===== config.mk =====
export PLATFORM = sky130hd
export DESIGN_NAME = efbu_core
export DESIGN_NICKNAME = d
export VERILOG_FILES = /design/src/core/efbu_pkg.sv /design/src/core/efbu_core.sv
export SDC_FILE = /design/constraint.sdc
export NUM_CORES = 1
export LEC_CHECK = 0
export BUFFER_PORTS_ARGS = -buffer_cell sky130_fd_sc_hd__buf_2
export CAP_MARGIN = 20
export CORE_AREA = 2 2 171 215
export CTS_BUF_LIST = sky130_fd_sc_hd__clkbuf_16
export CTS_CLUSTER_SIZE = 12
export DETAILED_ROUTE_END_ITERATION = 7
export DIE_AREA = 0 0 173 217
export GPL_TIMING_DRIVEN = 0
export PLACE_DENSITY = 0.5
export RECOVER_POWER = 25
export SYNTH_ARGS = -nofsm -noshare
export SYNTH_HDL_FRONTEND = slang
export SYNTH_SLANG_ARGS = --single-unit

===== constraint.sdc =====
create_clock -name aclk -period 2.9 [get_ports aclk]
set_clock_uncertainty 0.2 [all_clocks]
set_input_delay 0.725 -clock aclk [delete_from_list [all_inputs] [get_ports aclk]]
set_output_delay 0.725 -clock aclk [all_outputs]
set_load 0.01 [all_outputs]

===== src/core/efbu_pkg.sv =====
// Purpose: constants and types of the emulated-op, flag and branch unit
// Assumes: AXI4-Lite register access, 32-bit data, aligned words
// Notes: every rule below binds the core side
// Operation
// [RQ1] Double decrement writes destination minus two
// [RQ2] Double decrement sets zero and carry flags
// [RQ3] Double decrement overflow on 8001h/8000h, 81h/80h
// [RQ4] Negative flag follows sized result top bit
// [RQ5] Interrupt disable ANDs status with FFF7h
// [RQ6] Interrupt still accepted right after disable
// [RQ7] Interrupt enable ORs status with 0008h
// [RQ8] Instruction after enable always runs first
// [RQ9] Enable/disable leave flags and halt bits
// [RQ10] Increment adds one, zero on all ones
// [RQ11] Increment overflow on 7FFFh or 7Fh
// [RQ12] Increment carry when destination held all ones
// [RQ13] Double increment adds two, zero on FFFEh/FEh
// [RQ14] Double increment carry on top two values
// [RQ15] Double increment overflow on 7FFEh/7FFFh, 7Eh/7Fh
// [RQ16] Invert replaces destination with its complement
// [RQ17] Invert carry is not zero, overflow if negative
// [RQ18] Carry jump branches when carry is one
// [RQ19] Zero jump branches when zero is one
// [RQ20] Taken jump adds doubled sign-extended offset
// [RQ21] Jumps change no status flag or mode bit
package efbu_pkg;
  localparam int ADDR_W = 8;
  localparam int PC_W = 20;
  localparam int OFF_W = 10;
  localparam logic [ADDR_W-1:0] CTRL_ADDR = 8'h00;
  localparam logic [ADDR_W-1:0] OPND_ADDR = 8'h04;
  localparam logic [ADDR_W-1:0] STAT_ADDR = 8'h08;
  localparam logic [ADDR_W-1:0] PC_ADDR = 8'h0C;
  localparam logic [ADDR_W-1:0] RES_ADDR = 8'h10;
  localparam logic [ADDR_W-1:0] INFO_ADDR = 8'h14;
  localparam int CTRL_BYTE = 4;
  localparam int CTRL_OFF_LO = 16;
  localparam int CTRL_GO = 31;
  localparam int C_BIT = 0;
  localparam int Z_BIT = 1;
  localparam int N_BIT = 2;
  localparam int GIE_BIT = 3;
  localparam int CORE_HALT_BIT = 4;
  localparam int OSC_HALT_BIT = 5;
  localparam int V_BIT = 8;
  localparam logic [15:0] GIE_MASK = 16'h0008;
  localparam logic [15:0] GIE_CLR = 16'hFFF7;
  localparam logic [15:0] W_MASK = 16'hFFFF;
  localparam logic [15:0] B_MASK = 16'h00FF;
  localparam logic [15:0] ONE = 16'h0001;
  localparam logic [15:0] TWO = 16'h0002;
  localparam logic [15:0] W_DDEC_V0 = 16'h8000;
  localparam logic [15:0] W_DDEC_V1 = 16'h8001;
  localparam logic [15:0] B_DDEC_V0 = 16'h0080;
  localparam logic [15:0] B_DDEC_V1 = 16'h0081;
  localparam logic [15:0] W_POS_MAX = 16'h7FFF;
  localparam logic [15:0] B_POS_MAX = 16'h007F;
  localparam logic [1:0] RESP_OKAY = 2'h0;
  localparam logic [1:0] RESP_SLVERR = 2'h2;
  typedef enum logic [3:0] {
    nop_op = 4'h0,
    double_decrement_op = 4'h1,
    increment_op = 4'h2,
    double_increment_op = 4'h3,
    bitwise_invert_op = 4'h4,
    interrupt_disable_op = 4'h5,
    interrupt_enable_op = 4'h6,
    jump_on_carry_op = 4'h7,
    jump_on_zero_op = 4'h8
  } efbu_op_type;
  localparam efbu_op_type jump_unsigned_higher_same_op = jump_on_carry_op;
  localparam efbu_op_type jump_on_equal_op = jump_on_zero_op;
  typedef struct packed {
    logic [OFF_W-1:0] offset;
    logic byte_mode;
    logic [3:0] op;
  } efbu_ctrl_type;
endpackage


===== src/core/efbu_core.sv =====
// Purpose: executes emulated ops, status updates and relative jumps
// Assumes: AXI4-Lite master keeps one write and one read at a time
// Notes: each start bit write runs one instruction in the next cycle
`timescale 1ns/1ps
`default_nettype none
module efbu_core
  import efbu_pkg::*;
(
  input wire logic aclk,
  input wire logic aresetn,
  input wire logic ce,
  input wire logic irq_pending,
  output logic irq_accept,
  input wire logic [ADDR_W-1:0] s_axi_awaddr,
  input wire logic [2:0] s_axi_awprot,
  input wire logic s_axi_awvalid,
  output logic s_axi_awready,
  input wire logic [31:0] s_axi_wdata,
  input wire logic [3:0] s_axi_wstrb,
  input wire logic s_axi_wvalid,
  output logic s_axi_wready,
  output logic [1:0] s_axi_bresp,
  output logic s_axi_bvalid,
  input wire logic s_axi_bready,
  input wire logic [ADDR_W-1:0] s_axi_araddr,
  input wire logic [2:0] s_axi_arprot,
  input wire logic s_axi_arvalid,
  output logic s_axi_arready,
  output logic [31:0] s_axi_rdata,
  output logic [1:0] s_axi_rresp,
  output logic s_axi_rvalid,
  input wire logic s_axi_rready
);
  logic aw_hold_reg;
  logic w_hold_reg;
  logic [ADDR_W-1:0] awaddr_reg;
  logic [31:0] wdata_reg;
  logic [3:0] wstrb_reg;
  logic bvalid_reg;
  logic [1:0] bresp_reg;
  logic rvalid_reg;
  logic [1:0] rresp_reg;
  logic [31:0] rdata_reg;
  efbu_ctrl_type ctrl_reg;
  logic [15:0] opnd_reg;
  logic [15:0] status_reg;
  logic [PC_W-1:0] pc_reg;
  logic [15:0] result_reg;
  logic exec_reg;
  logic taken_reg;
  logic irq_accept_reg;
  logic [31:0] wmask;
  logic commit;
  logic fire;
  logic hit_w;
  logic hit_r;
  logic [15:0] mask_c;
  logic [15:0] d_c;
  logic [15:0] res_c;
  logic [15:0] st_c;
  logic [PC_W-1:0] pc_c;
  logic tk_c;
  logic [PC_W-1:0] jump_pc;
  logic [31:0] merged;
  logic [31:0] opnd_m;
  logic [31:0] stat_m;
  logic [31:0] pc_m;

  genvar g;
  generate
    for (g = 0; g < 4; g++)
    begin : lane
      assign wmask[g*8 +: 8] = {8{wstrb_reg[g]}};
    end
  endgenerate

  // Either channel may arrive first; each is parked until both are in
  assign s_axi_awready = ce && !aw_hold_reg;
  assign s_axi_wready = ce && !w_hold_reg;
  assign s_axi_arready = ce && !rvalid_reg;
  assign s_axi_bvalid = bvalid_reg;
  assign s_axi_bresp = bresp_reg;
  assign s_axi_rvalid = rvalid_reg;
  assign s_axi_rresp = rresp_reg;
  assign s_axi_rdata = rdata_reg;
  assign irq_accept = irq_accept_reg;
  assign commit = ce && aw_hold_reg && w_hold_reg && !bvalid_reg;
  assign fire = ce && exec_reg;
  assign hit_w = awaddr_reg == CTRL_ADDR || awaddr_reg == OPND_ADDR ||
                 awaddr_reg == STAT_ADDR || awaddr_reg == PC_ADDR;
  assign hit_r = s_axi_araddr == CTRL_ADDR || s_axi_araddr == OPND_ADDR ||
                 s_axi_araddr == STAT_ADDR || s_axi_araddr == PC_ADDR ||
                 s_axi_araddr == RES_ADDR || s_axi_araddr == INFO_ADDR;

  function automatic logic [31:0] merge(input logic [31:0] old_v,
                                        input logic [31:0] new_v,
                                        input logic [31:0] m);
    merge = (old_v & ~m) | (new_v & m);
  endfunction

  always_ff @(posedge aclk)
  begin
    if (!aresetn)
    begin
      aw_hold_reg <= 1'b0;
      w_hold_reg <= 1'b0;
      awaddr_reg <= '0;
      wdata_reg <= '0;
      wstrb_reg <= '0;
      bvalid_reg <= 1'b0;
      bresp_reg <= RESP_OKAY;
    end
    else if (ce)
    begin
      if (s_axi_awvalid && !aw_hold_reg)
      begin
        aw_hold_reg <= 1'b1;
        awaddr_reg <= {s_axi_awaddr[ADDR_W-1:2], 2'b00};
      end
      if (s_axi_wvalid && !w_hold_reg)
      begin
        w_hold_reg <= 1'b1;
        wdata_reg <= s_axi_wdata;
        wstrb_reg <= s_axi_wstrb;
      end
      if (commit)
      begin
        aw_hold_reg <= 1'b0;
        w_hold_reg <= 1'b0;
        bvalid_reg <= 1'b1;
        bresp_reg <= hit_w ? RESP_OKAY : RESP_SLVERR;
      end
      else if (bvalid_reg && s_axi_bready)
        bvalid_reg <= 1'b0;
    end
  end

  always_ff @(posedge aclk)
  begin
    if (!aresetn)
    begin
      rvalid_reg <= 1'b0;
      rresp_reg <= RESP_OKAY;
      rdata_reg <= '0;
    end
    else if (ce)
    begin
      if (s_axi_arvalid && !rvalid_reg)
      begin
        rvalid_reg <= 1'b1;
        rresp_reg <= hit_r ? RESP_OKAY : RESP_SLVERR;
        unique case ({s_axi_araddr[ADDR_W-1:2], 2'b00})
          CTRL_ADDR: rdata_reg <= {6'h00, ctrl_reg.offset, 11'h000,
                                   ctrl_reg.byte_mode, ctrl_reg.op};
          OPND_ADDR: rdata_reg <= {16'h0000, opnd_reg};
          STAT_ADDR: rdata_reg <= {16'h0000, status_reg};
          PC_ADDR: rdata_reg <= {12'h000, pc_reg};
          RES_ADDR: rdata_reg <= {16'h0000, result_reg};
          INFO_ADDR: rdata_reg <= {30'h0, irq_accept_reg, taken_reg};
          default: rdata_reg <= '0;
        endcase
      end
      else if (rvalid_reg && s_axi_rready)
        rvalid_reg <= 1'b0;
    end
  end

  assign merged = merge({6'h00, ctrl_reg.offset, 11'h000,
                         ctrl_reg.byte_mode, ctrl_reg.op}, wdata_reg, wmask);
  // Named merge results, since a call result cannot be part-selected
  assign opnd_m = merge({16'h0000, opnd_reg}, wdata_reg, wmask);
  assign stat_m = merge({16'h0000, status_reg}, wdata_reg, wmask);
  assign pc_m = merge({12'h000, pc_reg}, wdata_reg, wmask);

  // Control word and start pulse
  always_ff @(posedge aclk)
  begin
    if (!aresetn)
    begin
      ctrl_reg <= '0;
      exec_reg <= 1'b0;
    end
    else if (ce)
    begin
      exec_reg <= 1'b0;
      if (commit && awaddr_reg == CTRL_ADDR)
      begin
        ctrl_reg.op <= merged[3:0];
        ctrl_reg.byte_mode <= merged[CTRL_BYTE];
        ctrl_reg.offset <= merged[CTRL_OFF_LO +: OFF_W];
        exec_reg <= wdata_reg[CTRL_GO] && wstrb_reg[3];
      end
    end
  end

  always_ff @(posedge aclk)
  begin
    if (!aresetn)
      opnd_reg <= '0;
    else if (commit && awaddr_reg == OPND_ADDR)
      opnd_reg <= opnd_m[15:0];
  end

  assign mask_c = ctrl_reg.byte_mode ? B_MASK : W_MASK;
  assign d_c = opnd_reg & mask_c;
  assign jump_pc = pc_reg + PC_W'({{(PC_W-OFF_W-1){ctrl_reg.offset[OFF_W-1]}},
                                   ctrl_reg.offset, 1'b0});

  function automatic logic msb(input logic [15:0] v, input logic b);
    msb = b ? v[7] : v[15];
  endfunction

  always_comb
  begin
    res_c = result_reg;
    st_c = status_reg;
    pc_c = pc_reg;
    tk_c = 1'b0;
    unique case (ctrl_reg.op)
      double_decrement_op:
      begin
        res_c = (d_c - TWO) & mask_c; // see [RQ1]
        st_c[Z_BIT] = d_c == TWO; // see [RQ2]
        st_c[C_BIT] = d_c >= TWO; // see [RQ2]
        st_c[V_BIT] = ctrl_reg.byte_mode ? (d_c == B_DDEC_V0 || d_c == B_DDEC_V1)
                                         : (d_c == W_DDEC_V0 || d_c == W_DDEC_V1); // see [RQ3]
        st_c[N_BIT] = msb(res_c, ctrl_reg.byte_mode); // see [RQ4]
      end
      increment_op:
      begin
        res_c = (d_c + ONE) & mask_c; // see [RQ10]
        st_c[Z_BIT] = d_c == mask_c; // see [RQ10]
        st_c[C_BIT] = d_c == mask_c; // see [RQ12]
        st_c[V_BIT] = d_c == (ctrl_reg.byte_mode ? B_POS_MAX : W_POS_MAX); // see [RQ11]
        st_c[N_BIT] = msb(res_c, ctrl_reg.byte_mode); // see [RQ4]
      end
      double_increment_op:
      begin
        res_c = (d_c + TWO) & mask_c; // see [RQ13]
        st_c[Z_BIT] = d_c == mask_c - ONE; // see [RQ13]
        st_c[C_BIT] = d_c >= mask_c - ONE; // see [RQ14]
        st_c[V_BIT] = d_c == (ctrl_reg.byte_mode ? B_POS_MAX : W_POS_MAX) ||
                      d_c == (ctrl_reg.byte_mode ? B_POS_MAX : W_POS_MAX) - ONE; // see [RQ15]
        st_c[N_BIT] = msb(res_c, ctrl_reg.byte_mode); // see [RQ4]
      end
      bitwise_invert_op:
      begin
        res_c = d_c ^ mask_c; // see [RQ16]
        st_c[Z_BIT] = res_c == 16'h0000;
        st_c[C_BIT] = res_c != 16'h0000; // see [RQ17]
        st_c[V_BIT] = msb(d_c, ctrl_reg.byte_mode); // see [RQ17]
        st_c[N_BIT] = msb(res_c, ctrl_reg.byte_mode); // see [RQ4]
      end
      interrupt_disable_op:
        st_c = status_reg & GIE_CLR; // see [RQ5] [RQ9]
      interrupt_enable_op:
        st_c = status_reg | GIE_MASK; // see [RQ7] [RQ9]
      jump_on_carry_op:
        tk_c = status_reg[C_BIT]; // see [RQ18]
      jump_on_zero_op:
        tk_c = status_reg[Z_BIT]; // see [RQ19]
      default:
        tk_c = 1'b0;
    endcase
    // Not taken leaves pc alone: it already names the following instruction
    if (tk_c)
      pc_c = jump_pc; // see [RQ20]
  end

  always_ff @(posedge aclk)
  begin
    if (!aresetn)
      status_reg <= '0;
    else if (fire)
      status_reg <= st_c; // see [RQ21]
    else if (commit && awaddr_reg == STAT_ADDR)
      status_reg <= stat_m[15:0];
  end

  always_ff @(posedge aclk)
  begin
    if (!aresetn)
      pc_reg <= '0;
    else if (fire)
      pc_reg <= pc_c;
    else if (commit && awaddr_reg == PC_ADDR)
      pc_reg <= pc_m[PC_W-1:0];
  end

  always_ff @(posedge aclk)
  begin
    if (!aresetn)
    begin
      result_reg <= '0;
      taken_reg <= 1'b0;
    end
    else if (fire)
    begin
      result_reg <= res_c;
      taken_reg <= tk_c;
    end
  end

  // Acceptance uses the enable bit as it stood when the instruction began,
  // which gives the one-instruction latency of both enable and disable
  always_ff @(posedge aclk)
  begin
    if (!aresetn)
      irq_accept_reg <= 1'b0;
    else if (ce)
      irq_accept_reg <= fire && irq_pending && status_reg[GIE_BIT]; // see [RQ6] [RQ8]
  end
endmodule
`default_nettype wire


==> impl_metrics.toml, run 1 <==
[floorplan]
die_height_um = 217
die_w_um = 173
coreArea_um2 = 35700
initial_core_util_pct = 24.5
ios = 109
die-area_um2 = 37500
floorplan.rows = 78

[global_routing]
grt_antenna_before_repair = 0
grt.total_usage_pct = 17.6
number_of_global_route_vias_before_repair = 8525
grt_max_degree = 17
wire_length_of_the_first_global_routing_pass_um = 50800
grt-ovfl-total = 0

[setup_path]
path_max_fanout = 10
critical_path.startpoint_type = "flip-flop"
crit_arrival_ps = 2910
critical-path-top-delay-family = "simple AND/OR/NAND/NOR gates"
critical_path_class = "reg2reg"
r2r_slack_ps = 110
slowest_stage_cell_on_the_critical_path = "a2111oi_2"
critical_path.cell_chain = "buf_2 > nand2b_1 > or3_1 > clkbuf_1 > nand2_1 > nor4_1 > a2111oi_2 > nor2_1"
cp_slowest_stage_delay_ps = 460
worstPathRequired_ps = 3020
timing.critical_path.buf_inv = 2
timing.reg2reg.worst_path_depth = 8
endpoint_kind = "flip-flop"

[sta]
setup_viol = 0
slew-limit-headroom_pct = 50.9
worst-slew-pin-transition_ps = 734
setup_repair_after_global_routing_missed_its_margin = "false"
fmax_mhz = 359
report.final.hold_viol_count = 0
timing.final.max_slew_violations = 0
period_share_pct = 96.1
fin_crit_ps = 2790
final_hold_slack_ps = 257

[clock_network]
cts_buffer_depth = 2
cts_tree = "built"
cts-buffers-inserted = 17
cts_setup_buffers = 0
clock_insertion_delay_worst_skew_ps = 460
h-tree-depth = 4
clock-sinks = 155
cts.root.buffer_cell = "clkbuf_16"
clock_pin_slew_worst_setup_and_hold_paths_ps = 70

[placement]
count_of_port_buffers_added_during_placement = 83
placed_cells = 1657
place.gp.congestion = 0.893
detailed_place.area_um2 = 9810
dp.final_hpwl_um = 25500

[power_and_ir_drop]
sw_frac_of_total_pct = 25.7
power-per-cell-area_nw_per_um2 = 456
sequential_share_of_power_pct = 46.1
power.ir.vdd_worst_mv = 0.401
switching_power_mw = 1.22
internal_power_mw = 3.53
power.static_leakage_nw = 4.02
power.share.combinational_pct = 5.4
finalPower_mw = 4.75
p_clk_share_pct = 48.6

[detailed_routing]
viasPerCell = 5.03
drt.antenna.violating_nets = 0
num_vias = 8489
drt_iter0_markers = 599
drt-pass1-iter-count = 5
drc_errors = 0
route.detailed.wl_per_inst_um = 19.6
sum_of_routed_wire_length_over_all_layers_um = 33100

[final_layout]
drive_above_1_share_pct = 11.2
final_cells = 1688
filler_cell_count = 3940
design_area_um2 = 10400
final_design_utilization_pct = 29.2
syn_to_final_growth_pct = 18.8
antennaDiodeCount = 0
layout.area.seq_um2 = 3110
multi_input_area_um2 = 5300
num-nets-final = 1288

[synthesis]
netlist.top_cell.by_area = "dfxtp_1"
number_of_different_library_cells_in_the_post_synthesis_netlist = 72
post_synth_inst_count = 1087
asyncSetResetFlopFracSynth_pct = 0
synth_seq_cells = 155
syn_area_um2 = 8770
yosysTopAreaCellShare_pct = 35.4
ys.warnings.count = 0
synth_area_leaders = "dfxtp_1 (35%), nand2_1 (7.4%), a21boi_0 (4.1%)"
seq_area_frac_synth_pct = 35.4
yosys_most_used_dff = "dfxtp_1"
edff_count_synth = 0
avgSynthCellArea_um2 = 8.06

[worst_hold_path]
hold_start = "wdata_reg[25]"
worstHoldPathType = "reg2reg"
hold-path-cell-count = 2

[job]
max_cap_viol_count = 0

[outcome]
run_status = "finished clean"
[worst max path at each step]
stage,from,end,slack [ps],cells after the start
after floorplan,flip-flop,flip-flop,310,9
after global placement,s_axi_araddr[5],s_axi_rdata[7],-620,9
after detailed placement,s_axi_araddr[5],s_axi_rdata[7],-610,9
after CTS,s_axi_araddr[5],s_axi_rdata[15],6,8
after global routing,s_axi_araddr[5],s_axi_rdata[15],0.2,9
final,flip-flop,flip-flop,110,8
[synth_stat cells, types with 4 or more instances]
cell type,n
nor2_1,52
nor3_1,19
nand2_1,173
and3_1,7
mux2i_1,35
clkbuf_1,66
or3_1,4
a21boi_0,48
o221ai_1,10
and4_1,4
xnor2_1,16
a31oi_1,6
and2_1,17
o211ai_1,18
o21ai_0,45
o211a_1,11
buf_4,9
nand4b_1,4
a21o_1,5
a22oi_1,29
nand3_1,53
a221oi_1,5
ha_1,25
nand4_1,13
dfxtp_1,155
a21boi_1,18
nor4_1,9
nor2b_1,46
xor2_1,15
a21oi_1,64
nor3b_1,5
nand2b_1,8
buf_2,12
inv_1,10
a32oi_1,4
[power groups by stage]
stage                     clock network, mW  logic [mW]  registers, mW
after floorplan                           0       0.141           2.22
after global placement                    0       0.257           2.24
after detailed placement                  0       0.259           2.24
after CTS                              2.35       0.260           2.19
after global routing                   2.42       0.280           2.19
final                                  2.31       0.255           2.19
[routing by layer]
metal	up-vias	share of wire [%]	global-route usage [%]
met5	-	0	0
met4	0	3.4	8.50
met3	52	3.4	2.15
met2	224	52	32.5
met1	4105	42	20.2
li1	4108	-	-
[final cells by class]
type                            instances  area share [%]
Inverter                               10           0.360
Clock inverter                         15            1.59
Timing Repair Buffer                   83            3.62
Sequential cell                       155            29.9
Tap cell                              480            5.77
Clock buffer                           17            4.08
Buffer                                 90            3.81
Multi-Input combinational cell        838            50.9
[through the flow]
stage	TNS (ps)	setup WS (ps)
5_1_grt	0	0.207
3_3_place_gp	-13250	-621
6_report	0	113
4_1_cts	0	6.39
2_1_floorplan	0	309
3_5_place_dp	-12490	-610
[cell families after synthesis]
kind of cell / after synthesis / share of synthesized area, %
other: 1 / 0.0428
adder cells (fa/ha/maj): 26 / 3.80
AO/OA/AOI/OAI: 299 / 23.3
flip-flops: 155 / 35.4
multiplexers: 39 / 4.51
AND/OR/NAND/NOR: 435 / 24.9
XOR/XNOR: 31 / 3.10
buffers and inverters: 101 / 4.97
[cells in the final DEF (no fill, tap or decap), types with 17 or more instances in the layout]
| cell | instances |
|---|---|
| nand2_1 | 173 |
| dfxtp_1 | 152 |
| clkbuf_1 | 94 |
| buf_2 | 64 |
| a21oi_1 | 64 |
| nand3_1 | 53 |
| nor2_1 | 52 |
| a21boi_0 | 48 |
| nor2b_1 | 46 |
| o21ai_0 | 45 |
| mux2i_1 | 35 |
| a22oi_1 | 29 |
| ha_1 | 24 |
| a21boi_1 | 18 |
| o211ai_1 | 18 |
| nor3_1 | 17 |
| clkbuf_16 | 17 |
[worst reg2reg max path: stages (launching register included)]
cell and delay, ps:
dfxtp_1 310, buf_2 190, nand2b_1 230, or3_1 340, clkbuf_1 270, nand2_1 430
nor4_1 120, a2111oi_2 460, nor2_1 100
[repair_timing]
item,in CTS,in global routing
hold buffers,0,0
resized for setup,7,11
setup endpoints to repair,12,17
Note: power is estimated with default switching activity, not from simulation.
==> run 2, diff against run 1 <==
==> constraint.sdc (replaced) <==
create_clock -name aclk -period 2.9 [get_ports aclk]
set_clock_uncertainty 0.2 [all_clocks]
set_input_delay 0.435 -clock aclk [delete_from_list [all_inputs] [get_ports aclk]]
set_output_delay 0.435 -clock aclk [all_outputs]
set_load 0.01 [all_outputs]
==> run 2 against run 1 <==
Compared with the run above:
- count of clock-buffer cells in the layout did not move
- global-route usage about the same
- combinational power about the same
- worst setup slack better by 13 ps
- fmax is 0.47% higher
- sequential share of layout area about the same
- critical path depth decreased by 1
- die area did not move
- wire length shrank 0.34%
- sequential cell count stayed put
- register-to-register slack about the same
- total power fell by 0.15%
==> impl_metrics.toml, run 2 (synthesis gave the netlist of run 1 again) <==
[power_and_ir_drop]
power.ir.vdd_worst_mv = 0.400
finalPower_mw = 4.75
internal_power_mw = 3.53
power-per-cell-area_nw_per_um2 = 456
power.share.combinational_pct = 5.3
sequential_share_of_power_pct = 46.1
switching_power_mw = 1.22
p_clk_share_pct = 48.5
power.static_leakage_nw = 4.01
sw_frac_of_total_pct = 25.6

[global_routing]
wire_length_of_the_first_global_routing_pass_um = 50700
grt_antenna_before_repair = 0
number_of_global_route_vias_before_repair = 8524
grt-ovfl-total = 0
grt.total_usage_pct = 17.6
grt_max_degree = 17

[placement]
count_of_port_buffers_added_during_placement = 83
detailed_place.area_um2 = 9810
dp.final_hpwl_um = 25500
place.gp.congestion = 0.893
setup_slack_at_placement_ps = -320

[floorplan]
coreArea_um2 = 35700
initial_core_util_pct = 24.5
die-area_um2 = 37500
ios = 109
die_w_um = 173
floorplan.rows = 78
die_height_um = 217

[setup_path]
worstPathRequired_ps = 3090
cp_slowest_stage_delay_ps = 570
critical_path_class = "reg2reg"
crit_arrival_ps = 2970
r2r_slack_ps = 130
critical-path-top-cell-by-count = "nand2_1"
critical_path.cell_chain = "or4_4 > nor4b_4 > nand2_1 > nand2_1 > o221ai_1 > a311oi_1 > o211a_1"
path_max_fanout = 8
timing.reg2reg.worst_path_depth = 7
regToRegStartpoint = "awaddr_reg[7]"
slowest_stage_cell_on_the_critical_path = "or4_4"
endpoint_kind = "flip-flop"
critical_path.startpoint_type = "flip-flop"

[clock_network]
clock-sinks = 155
clock_insertion_delay_worst_skew_ps = 450
cts_setup_buffers = 0
clock_pin_slew_worst_setup_and_hold_paths_ps = 70
cts_buffer_depth = 2
cts_tree = "built"
cts-buffers-inserted = 17
h-tree-depth = 4
cts.root.buffer_cell = "clkbuf_16"

[worst_hold_path]
worstHoldPathType = "in2reg"
hold-path-cell-count = 3
hold_start = "s_axi_araddr[0]"
min_delay_worst_endpoint = "s_axi_rresp[1]"

[sta]
worst-slew-pin-transition_ps = 864
fmax_mhz = 360
setup_repair_after_global_routing_missed_its_margin = "false"
period_share_pct = 95.7
report.final.hold_viol_count = 0
setup_tns_ps = 0
slew-limit-headroom_pct = 42.0
fin_crit_ps = 2770
final_hold_slack_ps = 14.6
worst_slack_ps = 126
setup_viol = 0
timing.final.max_slew_violations = 0

[detailed_routing]
viasPerCell = 5.02
route.detailed.wl_per_inst_um = 19.5
num_vias = 8486
sum_of_routed_wire_length_over_all_layers_um = 33000
drt_iter0_markers = 600
drt-pass1-iter-count = 7
drc_errors = 0
drt.antenna.violating_nets = 0

[final_layout]
drive_above_1_share_pct = 10.8
final_cell_mix = "nand2_1 (172), dfxtp_1 (152), clkbuf_1 (98)"
num-nets-final = 1289
syn_to_final_growth_pct = 18.7
leading_cell_type_in_the_layout_fill_and_taps_excluded = "nand2_1"
antennaDiodeCount = 0
design_area_um2 = 10400

[outcome]
run_status = "finished clean"

[job]
max_cap_viol_count = 0
[run 2: how the worst max path moves through the flow]
| stage | from | end | slack, ps | cells past startpoint |
|---|---|---|---|---|
| after detailed placement | s_axi_araddr[5] | s_axi_rdata[7] | -320 | 9 |
| after CTS | flip-flop | result_reg[8] | 20 | 7 |
| after global routing | flip-flop | result_reg[13] | 10 | 9 |
| final | awaddr_reg[7] | flip-flop | 130 | 7 |
| after global placement | s_axi_araddr[5] | s_axi_rdata[7] | -330 | 9 |
| after floorplan | flip-flop | flip-flop | 310 | 9 |
[run 2: layout make-up]
| type | instances | area [um^2] |
|---|---|---|
| flip-flops and latches | 155 | 3110 |
| multi-input cells | 838 | 5290 |
| plain buffers | 91 | 399 |
| repair buffers | 83 | 374 |
| well taps | 480 | 601 |
| clock buffers | 17 | 425 |
| inverters | 10 | 37.5 |
| clock inverters | 15 | 165 |
| fillers | 3939 | 25300 |
[run 2: per-stage QoR]
step                      cells  util, %
after floorplan            1094        -
after global placement     1657     27.5
after detailed placement   1657     27.5
after CTS                  1689     29.1
after global routing       1689     29.1
final                      1689     29.1
[run 2: per-layer routing]
| metal | track usage (%) | vias to the layer above | share of wire, % |
|---|---|---|---|
| li1 | - | 4113 | - |
| met1 | 20.1 | 4087 | 42 |
| met2 | 32.5 | 231 | 52 |
| met3 | 2.15 | 55 | 3.2 |
| met4 | 8.42 | 0 | 3.4 |
| met5 | 0 | - | 0 |
[run 2: critical path, delay by kind of cell (launching register included)]
kind             cells  cell delay, ps
AO/OA/AOI/OAI        3             640
flip-flops           1             310
AND/OR/NAND/NOR      4            1560
[run 2: repair_timing]
item	in CTS	in global routing
pin swaps	0	0
hold buffers	0	0
gates cloned	0	0
gates resized for setup	6	9
endpoints found under the hold margin	0	0
setup endpoints to repair	6	6
[run 2: power by group through the flow]
| stage | Combinational (mW) | Sequential (mW) | Clock, mW |
|---|---|---|---|
| after floorplan | 0.141 | 2.22 | 0 |
| final | 0.254 | 2.19 | 2.30 |
| after CTS | 0.260 | 2.19 | 2.35 |
| after global placement | 0.257 | 2.24 | 0 |
| after global routing | 0.279 | 2.19 | 2.42 |
| after detailed placement | 0.259 | 2.24 | 0 |
==> run 3, diff against run 2 <==
- CELL_PAD_IN_SITES_DETAIL_PLACEMENT: not set -> 0
- CELL_PAD_IN_SITES_GLOBAL_PLACEMENT: not set -> 1
- MAX_ROUTING_LAYER: not set -> met4
- PLACE_DENSITY: 0.5 -> 0.59
==> run 3 against run 2 <==
Compared with the run above:
- die area is the same
- global-route usage is 0.63 points higher
- hold slack better by 25 ps
- wire length is 0.79% higher
- count of clock-buffer cells in the layout stayed put
- fmax shrank 0.75%
- non-clock buffer count unchanged
- via count is 1.3% lower
- register-to-register slack lost 20 ps
- total power fell by 2.6%
- utilization shrank 0.084 points
- clock power shrank 5%
- critical path type unchanged
==> impl_metrics.toml, run 3 (synthesis gave the netlist of run 1 again) <==
[outcome]
run_status = "finished clean"

[setup_path]
endpoint_kind = "flip-flop"
worstPathRequired_ps = 3040
critical_path.cell_chain = "clkbuf_1 > nor3b_1 > buf_2 > nand4_1 > o311ai_0 > xnor2_1 > o21ai_0 > and2_1"
regToRegEndpoint = "result_reg[4]"
slowest_stage_cell_on_the_critical_path = "nor3b_1"
path_max_fanout = 10
critical_path_class = "reg2reg"
critical_path.startpoint_type = "flip-flop"
cp_slowest_stage_delay_ps = 600
r2r_slack_ps = 100
crit_arrival_ps = 2940
timing.reg2reg.worst_path_depth = 8

[final_layout]
antennaDiodeCount = 0
final_cells = 1689
drive_above_1_share_pct = 10.8
num-nets-final = 1289
final_cell_mix = "nand2_1 (173), dfxtp_1 (152), clkbuf_1 (96)"
syn_to_final_growth_pct = 18.4
final_design_utilization_pct = 29.1
leading_cell_type_in_the_layout_fill_and_taps_excluded = "nand2_1"

[global_routing]
grt.total_usage_pct = 18.3
grt_max_degree = 17
wire_length_of_the_first_global_routing_pass_um = 50700
number_of_global_route_vias_before_repair = 8389
grt_antenna_before_repair = 0
grt-ovfl-total = 0

[detailed_routing]
drt-pass1-iter-count = 5
drt_iter0_markers = 480
drt.antenna.violating_nets = 0
route.detailed.wl_per_inst_um = 19.7
drc_errors = 0
viasPerCell = 4.96
sum_of_routed_wire_length_over_all_layers_um = 33300
num_vias = 8377

[clock_network]
clock-sinks = 155
h-tree-depth = 4
cts_tree = "built"
clock_insertion_delay_worst_skew_ps = 450
cts.root.buffer_cell = "clkbuf_16"
clock_pin_slew_worst_setup_and_hold_paths_ps = 70
cts-buffers-inserted = 17
cts_buffer_depth = 2

[sta]
setup_tns_ps = 0
fin_crit_ps = 2800
setup_repair_after_global_routing_missed_its_margin = "false"
final_hold_slack_ps = 39.4
setup_viol = 0
worst-slew-pin-transition_ps = 925
timing.final.max_slew_violations = 0
slew-limit-headroom_pct = 37.8
period_share_pct = 96.4
report.final.hold_viol_count = 0
fmax_mhz = 358

[floorplan]
coreArea_um2 = 35700
floorplan.rows = 78
die_height_um = 217
die_w_um = 173
die-area_um2 = 37500
initial_core_util_pct = 24.5
ios = 109

[power_and_ir_drop]
power-per-cell-area_nw_per_um2 = 445
power.ir.vdd_worst_mv = 0.397
finalPower_mw = 4.62
power.static_leakage_nw = 4.00

[placement]
dp.final_hpwl_um = 25900
placed_cells = 1657
place.gp.congestion = 0.868
count_of_port_buffers_added_during_placement = 83

[job]
max_cap_viol_count = 0

[worst_hold_path]
hold_start = "s_axi_wdata[0]"
hold-path-cell-count = 3
worstHoldPathType = "in2reg"
min_delay_worst_endpoint = "wdata_reg[0]"
## run 3: timing repair
item                                    CTS  global route
endpoints found under the setup margin    6             9
hold buffers                              2             0
hold endpoints to repair                  1             0
buffers inserted                          0             0
resized for setup                         6             8
## run 3: worst max-delay path by stage
stage,startpoint,end,slack (ps),cells past startpoint
2_1_floorplan,flip-flop,flip-flop,310,9
3_5_place_dp,s_axi_araddr[5],s_axi_rdata[15],-260,9
5_1_grt,awaddr_reg[7],flip-flop,7,6
4_1_cts,flip-flop,result_reg[8],10,7
3_3_place_gp,flip-flop,result_reg[8],-280,7
6_report,flip-flop,result_reg[4],100,8
## run 3: metrics by stage
stage	cell area [um^2]	setup WS [ps]
after detailed placement	9810	-260
after floorplan	8790	309
after CTS	10400	14.8
after global routing	10400	6.98
final	10400	105
after global placement	9810	-277
## run 3: area by class of cell
type                       instances  area (um^2)
fill                            3987        25300
multi-input combinational        838         5290
sequential                       155         3110
tap                              480          601
clock buffer                      17          425
timing repair buffer              85          394
buffer                            89          392
clock inverter                    15          129
inverter                          10         37.5
## run 3: layer usage
metal / part of all wire (%) / wire [um] / global-route usage (%)
met5: 0 / 0 / -
met4: 2.6 / 858 / 6.47
met3: 2.4 / 812 / 1.99
met2: 53 / 17600 / 33.3
met1: 42 / 14000 / 20.7
## run 3: critical path: cells and delay by family, from the launching register on
kind	cells	cell delay [ps]
DFF	1	310
buffers and inverters	2	750
xor gates and xnor gates	1	230
AOI/OAI and AO/OA	2	280
and+or+nand+nor	3	930
## run 3: where the power goes
| part | switching [mW] | internal, mW |
|---|---|---|
| clock network | 1.05 | 1.13 |
| registers | 0.0354 | 2.16 |
| logic | 0.164 | 0.0918 |
